===== src/flash_regs_pkg.sv =====
package flash_regs_pkg;
  // Bus address and register indices
  localparam logic [6:0] TARGET_ADDR = 7'h64;
  localparam logic [7:0] IDX_FLASH = 8'h03;
  localparam logic [7:0] IDX_TORCH = 8'h04;
  localparam logic [7:0] IDX_FLAGS = 8'h05;
  localparam logic [7:0] IDX_IDENT = 8'h06;
  // Values after power-on or software reset
  localparam logic [7:0] FLASH_RST = 8'h80;
  localparam logic [6:0] TORCH_RST = 7'h00;
  localparam logic [7:0] FLAGS_RST = 8'h00;
  // Field positions
  localparam int SCALEBACK_BIT = 7;
  localparam int SOFT_RESET_BIT = 7;
  localparam int FLAG_OVERVOLTAGE = 7;
  localparam int FLAG_INPUT_MONITOR = 6;
  localparam int FLAG_SHORT = 5;
  localparam int FLAG_CURRENT_LIMIT = 4;
  localparam int FLAG_SCALEBACK = 3;
  localparam int FLAG_SHUTDOWN = 2;
  localparam int FLAG_UNDERVOLTAGE = 1;
  localparam int FLAG_TIMEOUT = 0;
  // Bit counter marks within one byte slot
  localparam logic [3:0] BIT_ACK = 4'h8;
  localparam logic [3:0] BIT_END = 4'h9;
  // Bus target states, Gray coded along the write path
  typedef enum logic [2:0] {
    ST_IDLE = 3'h0,
    ST_ADDR = 3'h1,
    ST_INDEX = 3'h3,
    ST_WDATA = 3'h2,
    ST_READ = 3'h6
  } bus_state_type;
endpackage


===== src/flash_led_brightness_flag_regs.sv =====
`timescale 1ns/1ps
`default_nettype none
// Notes on behaviour
// - Seven-bit flash current code, low bits
// - Scale-back enable bit drops current to torch at 125 degrees
// - Shutdown at 150 degrees, never disabled
// - Seven-bit torch current code, bit seven reserved
// - Flags byte carries eight fault and event bits
// - Writing identity bit seven resets the device
// - Identity reads device code and revision
// - Target address, then index, then data
// - Ack received bytes, none after sent bytes
module flash_led_brightness_flag_regs
  import flash_regs_pkg::*;
#(
  parameter logic [2:0] DEVICE_CODE = 3'h5, // Arbitrary value
  parameter logic [2:0] REVISION_CODE = 3'h6 // Arbitrary value
) (
  input wire logic ref_clk,
  input wire logic rst_n,
  input wire logic clk_en,
  input wire logic scl_in,
  input wire logic sda_in,
  output logic sda_out,
  output logic sda_drive_n,
  input wire logic overvoltage_fault,
  input wire logic input_voltage_flash_monitor,
  input wire logic short_fault,
  input wire logic current_limit,
  input wire logic die_at_125c,
  input wire logic die_at_150c,
  input wire logic undervoltage_lockout,
  input wire logic flash_timeout,
  output logic [6:0] flash_code,
  output logic [6:0] torch_code,
  output logic thermal_current_scaleback_en,
  output logic drop_to_torch,
  output logic thermal_shutdown,
  output logic soft_reset_pulse
);

  logic [9:0] raw;
  logic [9:0] sync1_q;
  logic [9:0] sync2_q;
  logic [1:0] bus_prev_q;
  logic scl_s, sda_s, scl_rise, scl_fall, start_seen, stop_seen;
  logic [7:0] evt;
  bus_state_type st_q, st_d;
  logic [3:0] cnt_q, cnt_d;
  logic [7:0] shr_q, shr_d, tx_q, tx_d, idx_q, idx_d, flash_q, flash_d, flags_q, flags_d, rd_byte;
  logic [6:0] torch_q, torch_d;
  logic drv_n_q, drv_n_d, soft_q, soft_d, drop_q, drop_d, shut_q, shut_d, clr, wr;

  assign raw = {scl_in, sda_in, overvoltage_fault, input_voltage_flash_monitor, short_fault,
                current_limit, die_at_125c, die_at_150c, undervoltage_lockout, flash_timeout};
  assign scl_s = sync2_q[9];
  assign sda_s = sync2_q[8];
  assign scl_rise = scl_s & ~bus_prev_q[1];
  assign scl_fall = ~scl_s & bus_prev_q[1];
  // Start and stop only count while the clock line stays high
  assign start_seen = scl_s & bus_prev_q[1] & ~sda_s & bus_prev_q[0];
  assign stop_seen = scl_s & bus_prev_q[1] & sda_s & ~bus_prev_q[0];

  // Two-stage synchroniser for every pin and analog input; edges look at stage two only
  always_ff @(posedge ref_clk or negedge rst_n) begin
    if (!rst_n) begin
      sync1_q <= 10'h300;
      sync2_q <= 10'h300;
      bus_prev_q <= 2'h3;
    end else if (clk_en) begin
      sync1_q <= raw;
      sync2_q <= sync1_q;
      bus_prev_q <= {scl_s, sda_s};
    end
  end

  // Event bits in flag order; scale-back flags only when it really acts
  always_comb begin
    evt = 8'h00;
    evt[FLAG_OVERVOLTAGE] = sync2_q[7];
    evt[FLAG_INPUT_MONITOR] = sync2_q[6];
    evt[FLAG_SHORT] = sync2_q[5];
    evt[FLAG_CURRENT_LIMIT] = sync2_q[4];
    evt[FLAG_SCALEBACK] = sync2_q[3] & flash_q[SCALEBACK_BIT];
    evt[FLAG_SHUTDOWN] = sync2_q[2];
    evt[FLAG_UNDERVOLTAGE] = sync2_q[1];
    evt[FLAG_TIMEOUT] = sync2_q[0];
  end

  // Read data; unmapped indices read as zero
  always_comb begin
    if (idx_q == IDX_FLASH) begin
      rd_byte = flash_q;
    end else if (idx_q == IDX_TORCH) begin
      rd_byte = {1'b0, torch_q};
    end else if (idx_q == IDX_FLAGS) begin
      rd_byte = flags_q;
    end else if (idx_q == IDX_IDENT) begin
      rd_byte = {2'b00, DEVICE_CODE, REVISION_CODE};
    end else begin
      rd_byte = 8'h00;
    end
  end

  // Bus target, register writes, flags and thermal decisions
  always_comb begin
    st_d = st_q;
    cnt_d = cnt_q;
    shr_d = shr_q;
    tx_d = tx_q;
    idx_d = idx_q;
    drv_n_d = drv_n_q;
    flash_d = flash_q;
    torch_d = torch_q;
    soft_d = 1'b0;
    clr = 1'b0;
    wr = 1'b0;
    if (soft_q) begin
      flash_d = FLASH_RST;
      torch_d = TORCH_RST;
    end
    if (start_seen) begin
      st_d = ST_ADDR;
      cnt_d = 4'h0;
      drv_n_d = 1'b1;
    end else if (stop_seen) begin
      st_d = ST_IDLE;
      cnt_d = 4'h0;
      drv_n_d = 1'b1;
    end else if (st_q != ST_IDLE) begin
      if (scl_rise) begin
        cnt_d = cnt_q + 4'h1;
        if (cnt_q < BIT_ACK) begin
          shr_d = {shr_q[6:0], sda_s};
        end else if (st_q == ST_READ && sda_s) begin
          st_d = ST_IDLE; // Host declined more data
        end
      end else if (scl_fall) begin
        if (cnt_q == BIT_ACK) begin
          drv_n_d = 1'b0;
          case (st_q)
            ST_ADDR: begin
              if (shr_q[7:1] == TARGET_ADDR) begin
                st_d = shr_q[0] ? ST_READ : ST_INDEX;
              end else begin
                st_d = ST_IDLE;
                drv_n_d = 1'b1;
              end
            end
            ST_INDEX: begin
              idx_d = shr_q;
              st_d = ST_WDATA;
            end
            ST_WDATA: begin
              wr = 1'b1;
              idx_d = idx_q + 8'h01;
            end
            default: begin
              drv_n_d = 1'b1;
            end
          endcase
        end else if (cnt_q == BIT_END) begin
          cnt_d = 4'h0;
          drv_n_d = 1'b1;
          if (st_q == ST_READ) begin
            tx_d = rd_byte;
            drv_n_d = rd_byte[7];
            clr = (idx_q == IDX_FLAGS);
            idx_d = idx_q + 8'h01;
          end
        end else if (st_q == ST_READ && cnt_q != 4'h0) begin
          tx_d = {tx_q[6:0], 1'b0};
          drv_n_d = tx_q[6]; // Most significant bit first
        end
      end
    end
    if (wr) begin
      if (idx_q == IDX_FLASH) begin
        flash_d = shr_q;
      end else if (idx_q == IDX_TORCH) begin
        torch_d = shr_q[6:0];
      end else if (idx_q == IDX_IDENT) begin
        soft_d = shr_q[SOFT_RESET_BIT];
      end
    end
    // New events win over a read clear or a soft reset in the same cycle
    flags_d = ((soft_q | clr) ? FLAGS_RST : flags_q) | evt;
    drop_d = flash_q[SCALEBACK_BIT] & sync2_q[3];
    shut_d = sync2_q[2];
  end

  // State registers; clock enable low freezes all of it
  always_ff @(posedge ref_clk or negedge rst_n) begin
    if (!rst_n) begin
      st_q <= ST_IDLE;
      cnt_q <= 4'h0;
      shr_q <= 8'h00;
      tx_q <= 8'h00;
      idx_q <= 8'h00;
      drv_n_q <= 1'b1;
      flash_q <= FLASH_RST;
      torch_q <= TORCH_RST;
      flags_q <= FLAGS_RST;
      soft_q <= 1'b0;
      drop_q <= 1'b0;
      shut_q <= 1'b0;
      sda_out <= 1'b0;
    end else if (clk_en) begin
      st_q <= st_d;
      cnt_q <= cnt_d;
      shr_q <= shr_d;
      tx_q <= tx_d;
      idx_q <= idx_d;
      drv_n_q <= drv_n_d;
      flash_q <= flash_d;
      torch_q <= torch_d;
      flags_q <= flags_d;
      soft_q <= soft_d;
      drop_q <= drop_d;
      shut_q <= shut_d;
      sda_out <= 1'b0; // Open drain only ever pulls low
    end
  end

  assign sda_drive_n = drv_n_q;
  assign flash_code = flash_q[6:0];
  assign torch_code = torch_q;
  assign thermal_current_scaleback_en = flash_q[SCALEBACK_BIT];
  assign drop_to_torch = drop_q;
  assign thermal_shutdown = shut_q;
  assign soft_reset_pulse = soft_q;
endmodule
`default_nettype wire


===== config.mk =====
export PLATFORM = sky130hd
export DESIGN_NAME = flash_led_brightness_flag_regs
export DESIGN_NICKNAME = d
export VERILOG_FILES = /design/src/flash_regs_pkg.sv /design/src/flash_led_brightness_flag_regs.sv
export SDC_FILE = /design/constraint.sdc
export NUM_CORES = 1
export LEC_CHECK = 0
export ABC_AREA = 1
export BUFFER_PORTS_ARGS = -buffer_cell sky130_fd_sc_hd__buf_2
export CAP_MARGIN = 20
export CORE_ASPECT_RATIO = 1.2
export CORE_MARGIN = 8
export CORE_UTILIZATION = 55
export CTS_CLUSTER_DIAMETER = 200
export CTS_CLUSTER_SIZE = 16
export DETAILED_ROUTE_END_ITERATION = 8
export PLACE_DENSITY = 0.72
export SKIP_LAST_GASP = 1
export SLEW_MARGIN = 20
export SYNTH_ARGS = -nofsm -noshare
export SYNTH_HDL_FRONTEND = slang
export SYNTH_SLANG_ARGS = --single-unit

===== constraint.sdc =====
create_clock -name ref_clk -period 3.8 [get_ports ref_clk]
set_input_delay 0.19 -clock ref_clk [delete_from_list [all_inputs] [get_ports ref_clk]]
set_output_delay 0.19 -clock ref_clk [all_outputs]
set_load 0.05 [all_outputs]

== Word-level counts from Yosys, hierarchy flattened ==
Index checks and enable logic that the tools add are counted.

* $add $sub $neg: 2
* Multiply operators: 0
* Divide/modulo/power cells: 0
* Order comparisons: 1
* Equality and inequality tests: 17
* Shifts and indexed selects: 0
* Multiplexer cells: 67
* Bitwise gates (word level): 18
* Reduce and logical (&&, ||, !) cells: 21

{| class="wikitable"
|+ Operators by type and width
! kind !! number
|-
| 8-bit two-way mux || 10
|-
| 7-bit two-way mux || 7
|-
| 3-bit two-way mux || 10
|-
| 1-bit two-way mux || 29
|-
| 4-bit two-way mux || 7
|-
| 8-bit by 3-bit equality test with 1-bit output, second input constant || 3
|-
| 9-bit AND reduction || 2
|-
| 8-bit one-hot mux with 2 select lines || 1
|-
| 4-bit nonzero test || 4
|-
| 5-bit AND reduction || 2
|-
| 5-bit nonzero test || 2
|-
| 3-bit nonzero test || 3
|-
| 8-bit by 1-bit adder with 8-bit output, second input constant || 1
|-
| 1-bit bitwise AND || 8
|-
| 4-bit equality test, second input constant || 2
|-
| 8-bit by 2-bit equality test with 1-bit output, second input constant || 1
|-
| 4-bit != test, second input constant || 2
|-
| 1-bit inverter || 8
|-
| 8-bit bitwise OR || 1
|-
| 7-bit equality test, second input constant || 1
|-
| 7-bit AND reduction || 1
|-
| 3-bit by 2-bit equality test with 1-bit output, second input constant || 2
|-
| 6-bit two-way mux || 1
|-
| 3-bit by 1-bit != test with 1-bit output, second input constant || 2
|-
| other kinds (13) || 16
|}

* Flip-flop bits (word level): 79
* Bits in latches: 0
* Memory bits (writable): 0
* Memory bits (read-only): 0
* Output and inout port bits: 20
* Word-level logic and storage cells: 141
* Memories: 0

== Depth between registers and ports, before layout ==
* Word-level depth: 13
* Depth in mapped cells: 11

== Worst setup path after synthesis ==
OpenSTA, ideal clock, no wires.

* Kind: register to register
* From: register bus_prev_q[1]
* To: register torch_q[1], in the netlist torch_code[1]
* Setup time: 0.066 ns
* Arrival: 1.693 ns
* Data required time: 3.734 ns
* Setup slack: 2.041 ns
* Stages on the path, launching flop included: 10
* Buffers on the path: 0
* Path through: dfstp_2 -> inv_1 -> ha_1 -> inv_2 -> nand2_1 -> nor3_4 -> nand3_2 -> o21ai_0 -> nand3_1 -> nand2_1

* Word-level cells in the longest chain between the ends: 7

{| class="wikitable"
|+ Ends and longest elaborated chain
! element !! line !! RTL
|-
| start: declaration || flash_led_brightness_flag_regs.sv:45 || <nowiki>logic [1:0] bus_prev_q;</nowiki>
|-
| start signal: assignment || flash_led_brightness_flag_regs.sv:73 || <nowiki>bus_prev_q <= {scl_s, sda_s};</nowiki>
|-
| 1-bit bitwise AND / 1-bit inverter (equally long branches) || flash_led_brightness_flag_regs.sv:59, flash_led_brightness_flag_regs.sv:58 ||
|-
| 1-bit two-way mux / 1-bit bitwise AND (equally long branches) || flash_led_brightness_flag_regs.sv:138, flash_led_brightness_flag_regs.sv:58 ||
|-
| 1-bit two-way mux || flash_led_brightness_flag_regs.sv:131 || <nowiki>if (scl_rise) begin</nowiki>
|-
| 1-bit two-way mux || flash_led_brightness_flag_regs.sv:130 || <nowiki>end else if (st_q != ST_IDLE) begin</nowiki>
|-
| 1-bit two-way mux || flash_led_brightness_flag_regs.sv:126 || <nowiki>end else if (stop_seen) begin</nowiki>
|-
| 1-bit two-way mux * || flash_led_brightness_flag_regs.sv:122 || <nowiki>if (start_seen) begin</nowiki>
|-
| 7-bit two-way mux * || flash_led_brightness_flag_regs.sv:177 || <nowiki>if (wr) begin</nowiki>
|-
| end signal: assignment || flash_led_brightness_flag_regs.sv:216 || <nowiki>torch_q <= torch_d;</nowiki>
|-
| end: declaration || flash_led_brightness_flag_regs.sv:51 || <nowiki>logic [6:0] torch_q, torch_d;</nowiki>
|}

Every way passes the cells marked *; elsewhere a longest branch is shown, timed or not.
A chain may end at the register's enable or synchronous reset.

== Final worst setup path ==
* From: register bus_prev_q[1]
* To: register torch_q[6], in the netlist torch_code[6]

The elaborated chain is that of the path after synthesis.

==> results_dict.tcl <==
set metrics [dict create \
    h-tree-depth 3 \
    core_area_um2 7620 \
    synth_cell_types 33 \
    syn2layout_area_growth_pct 9.86 \
    period_share_pct 54.5 \
    ant_nets 0 \
    firstDrtPassIters 5 \
    antenna_cells 0 \
    maxCapViolCount 0 \
    hpwl_um 7040 \
    cp-end-kind "register" \
    finalSetupViolCount 0 \
    initial_utilization_pct 56.0 \
    grt_first_pass_wirelength_um 16600 \
    wire_per_inst_um 14.3 \
    hold_start "scl_in" \
    grt_max_degree 80 \
    period_minus_slack_ns 2.07 \
    placementRows 35 \
    vdd_ir_drop_max_uv 252 \
    clockBufferDepth 2 \
    maxSlewHeadroom_pct 39.4 \
    hold_viol 0 \
    synth_flop_cell "dfrtp_1" \
    synth_seq_cells 79 \
    cts_tree "done" \
    layout.cells.non_filler 684 \
    syn_nets 582 \
    fin_util_pct 61.5 \
    ys_top_cells_by_count "nand2_1 (170), dfrtp_1 (71), nand3_1 (62), inv_1 (58), o21ai_0 (49)" \
    numCtsBuffers 9 \
    die_area_um2 10800 \
    synth_edf_count 0 \
    synth_top_cell_by_area "dfrtp_1" \
    antenna_found_initial 0 \
    fillerInstances 723 \
    fin_nets 610 \
    cts_setup_buffers 0 \
    routed_wl_um 9760 \
    rsz0062_at_grt "false" \
    cts_resized 0 \
    ioPinCount 33 \
    reg2regPathDepth 9 \
    syn_avg_cell_area_um2 7.63 \
    required_ns 4.10 \
    dp.cells 666 \
    io_buffers 31 \
    ys_async_sr_fraction_pct 100 \
    root_buffer "clkbuf_8" \
    grt_pass1_vias 3532 \
    syn_area_um2 4270 \
    place_congestion 0.907 \
    dr.first_iter.drc_count 174 \
    ys_warn_count 0 \
    yosysMostFrequentCell "nand2_1" \
    critPathKind "register to register" \
    die_x_um 96.4 \
    tightest_slew_ns 0.908 \
    vias_per_cell 5.42 \
    grt.total_usage_pct 19.3 \
    via_count 3709 \
    clock_latency_ns 0.36 \
    finalPower_w 0.00172 \
    outcome "finished, final reports clean" \
    netlist.area_leader.share_pct 41.7 \
    power_density_nw_per_um2 367 \
    grt.overflow.total 0 \
    fin_worst_skew_ns 0.00714 \
    tns_ns 0 \
    synth_top_cells_by_area "dfrtp_1 (42%), nand2_1 (15%), nand3_1 (7.3%)" \
    critPathLaunch "bus_prev_q[1]$_DFFE_PN1P_" \
    p_leak_nw 2.44 \
    crit_path_start_kind "register" \
    clock-sinks 79 \
    ys_seq_area_share_pct 46.6 \
    fmax_ghz 0.483 \
    whs_ns 0.0142 \
    crit_fanout 9 \
    arrival_ns 2.37 \
    maxSlewViolCount 0 \
    clkSlewWorstSetupHoldPaths_ns 0.09 \
    hp-class "input pin to register" \
    route.detailed.drc 0 \
    timing.rr.start "bus_prev_q[1]$_DFFE_PN1P_" \
    hold_path_depth 3 \
    die_h_um 112 \
    drive_above_1_share_pct 14.5 \
    syn_inst 559 \
]
cells by family (layout without fill, tap and decap cells):
family	Yosys count	count (layout)	share of synthesized area, %
compound gates	68	68	8.07
xor+xnor	4	4	0.821
fa+ha+maj	10	10	2.93
buf+inv	78	111	7.42
flops	79	79	46.6
other cells	1	1	0.0879
simple gates	319	319	34.1
per-stage QoR:
| step | setup WS, ns | instance area, um2 |
|---|---|---|
| after floorplan | 2.04 | 4270 |
| after global placement | 1.87 | 4460 |
| after detailed placement | 1.80 | 4460 |
| after CTS | 1.76 | 4660 |
| after global routing | 1.53 | 4690 |
| final | 1.73 | 4690 |
cell usage in the layout, fill, tap and decap left out, types with 2 or more instances in the layout:
| cell type | n |
|---|---|
| clkbuf_8 | 9 |
| nor3_1 | 5 |
| inv_8 | 2 |
| nor2_1 | 40 |
| nand3b_1 | 2 |
| inv_2 | 2 |
| ha_1 | 10 |
| or2_2 | 3 |
| buf_2 | 30 |
| nand2_2 | 2 |
| xor2_1 | 4 |
| o21ai_0 | 49 |
| nand4_1 | 14 |
| nand4_2 | 3 |
| a21oi_1 | 12 |
| inv_6 | 3 |
| nand3_2 | 3 |
| dfrtp_1 | 71 |
| nor2_4 | 2 |
| dfstp_2 | 8 |
| buf_4 | 2 |
| nor2_2 | 10 |
| o21ai_1 | 5 |
| inv_1 | 58 |
| nand2_1 | 170 |
| nand3_1 | 62 |
critical path, cell delays in order, from the launching register on:
cell	delay (ns)
dfstp_2	0.56
inv_1	0.05
ha_1	0.22
inv_2	0.16
nand2_1	0.11
nor3_4	0.36
nand3_2	0.22
o21ai_0	0.14
nand3_1	0.09
nand2_1	0.09
power breakdown:
| group | switching [W] | leakage (nW) | internal, W |
|---|---|---|---|
| clock | 0.000366 | 0.0974 | 0.000259 |
| combinational | 0.000124 | 1.36 | 0.0000525 |
| sequential | 0.0000303 | 0.979 | 0.000890 |
metal layers:
metal / global-route usage [%] / wire [um] / vias to the layer above
li1: - / - / 1852
met1: 24.4 / 4330 / 1727
met2: 31.2 / 4730 / 105
met3: 2.94 / 416 / 25
met4: 8.60 / 279 / 0
met5: 0 / 0 / -
final cells by class:
| cell class | count | area, um2 | area share (%) |
|---|---|---|---|
| Clock buffer | 9 | 124 | 2.64 |
| Clock inverter | 7 | 72.6 | 1.55 |
| Inverter | 61 | 230 | 4.91 |
| Multi-Input combinational cell | 402 | 1960 | 41.9 |
| Sequential cell | 79 | 1990 | 42.4 |
| Tap cell | 92 | 115 | 2.46 |
| Timing Repair Buffer | 34 | 195 | 4.17 |
what timing repair did:
item	4_1_cts	5_1_grt
endpoints found under the hold margin	0	31
endpoints found under the setup margin	0	0
hold buffers	0	1
worst paths after layout:
check                                             to  slack (ns)
max                        torch_code[6]$_DFFE_PN0P_        1.73
min                           sync1_q[9]$_DFFE_PN1P_        0.01
max reg2reg                torch_code[6]$_DFFE_PN0P_        1.73
min reg2reg                   sync1_q[9]$_DFFE_PN1P_        0.47
max in group asynchronous     flash_q[7]$_DFFE_PN1P_        2.83
min in group asynchronous       idx_q[5]$_DFFE_PN0P_        0.32
registers in the layout, indices dropped and copies added, names as in the netlist:
| name | count |
|---|---|
| drop_to_torch | 1 |
| sda_drive_n | 1 |
| soft_reset_pulse | 1 |
| sync2_q | 10 |
| shr_q | 8 |
| sync1_q | 10 |
| st_q | 3 |
| idx_q | 8 |
| flash_q | 8 |
| cnt_q | 4 |
| bus_prev_q | 2 |
| thermal_shutdown | 1 |
| torch_code | 7 |
| tx_q | 7 |
| flags_q | 8 |
Note: power is estimated with default switching activity, not from simulation.
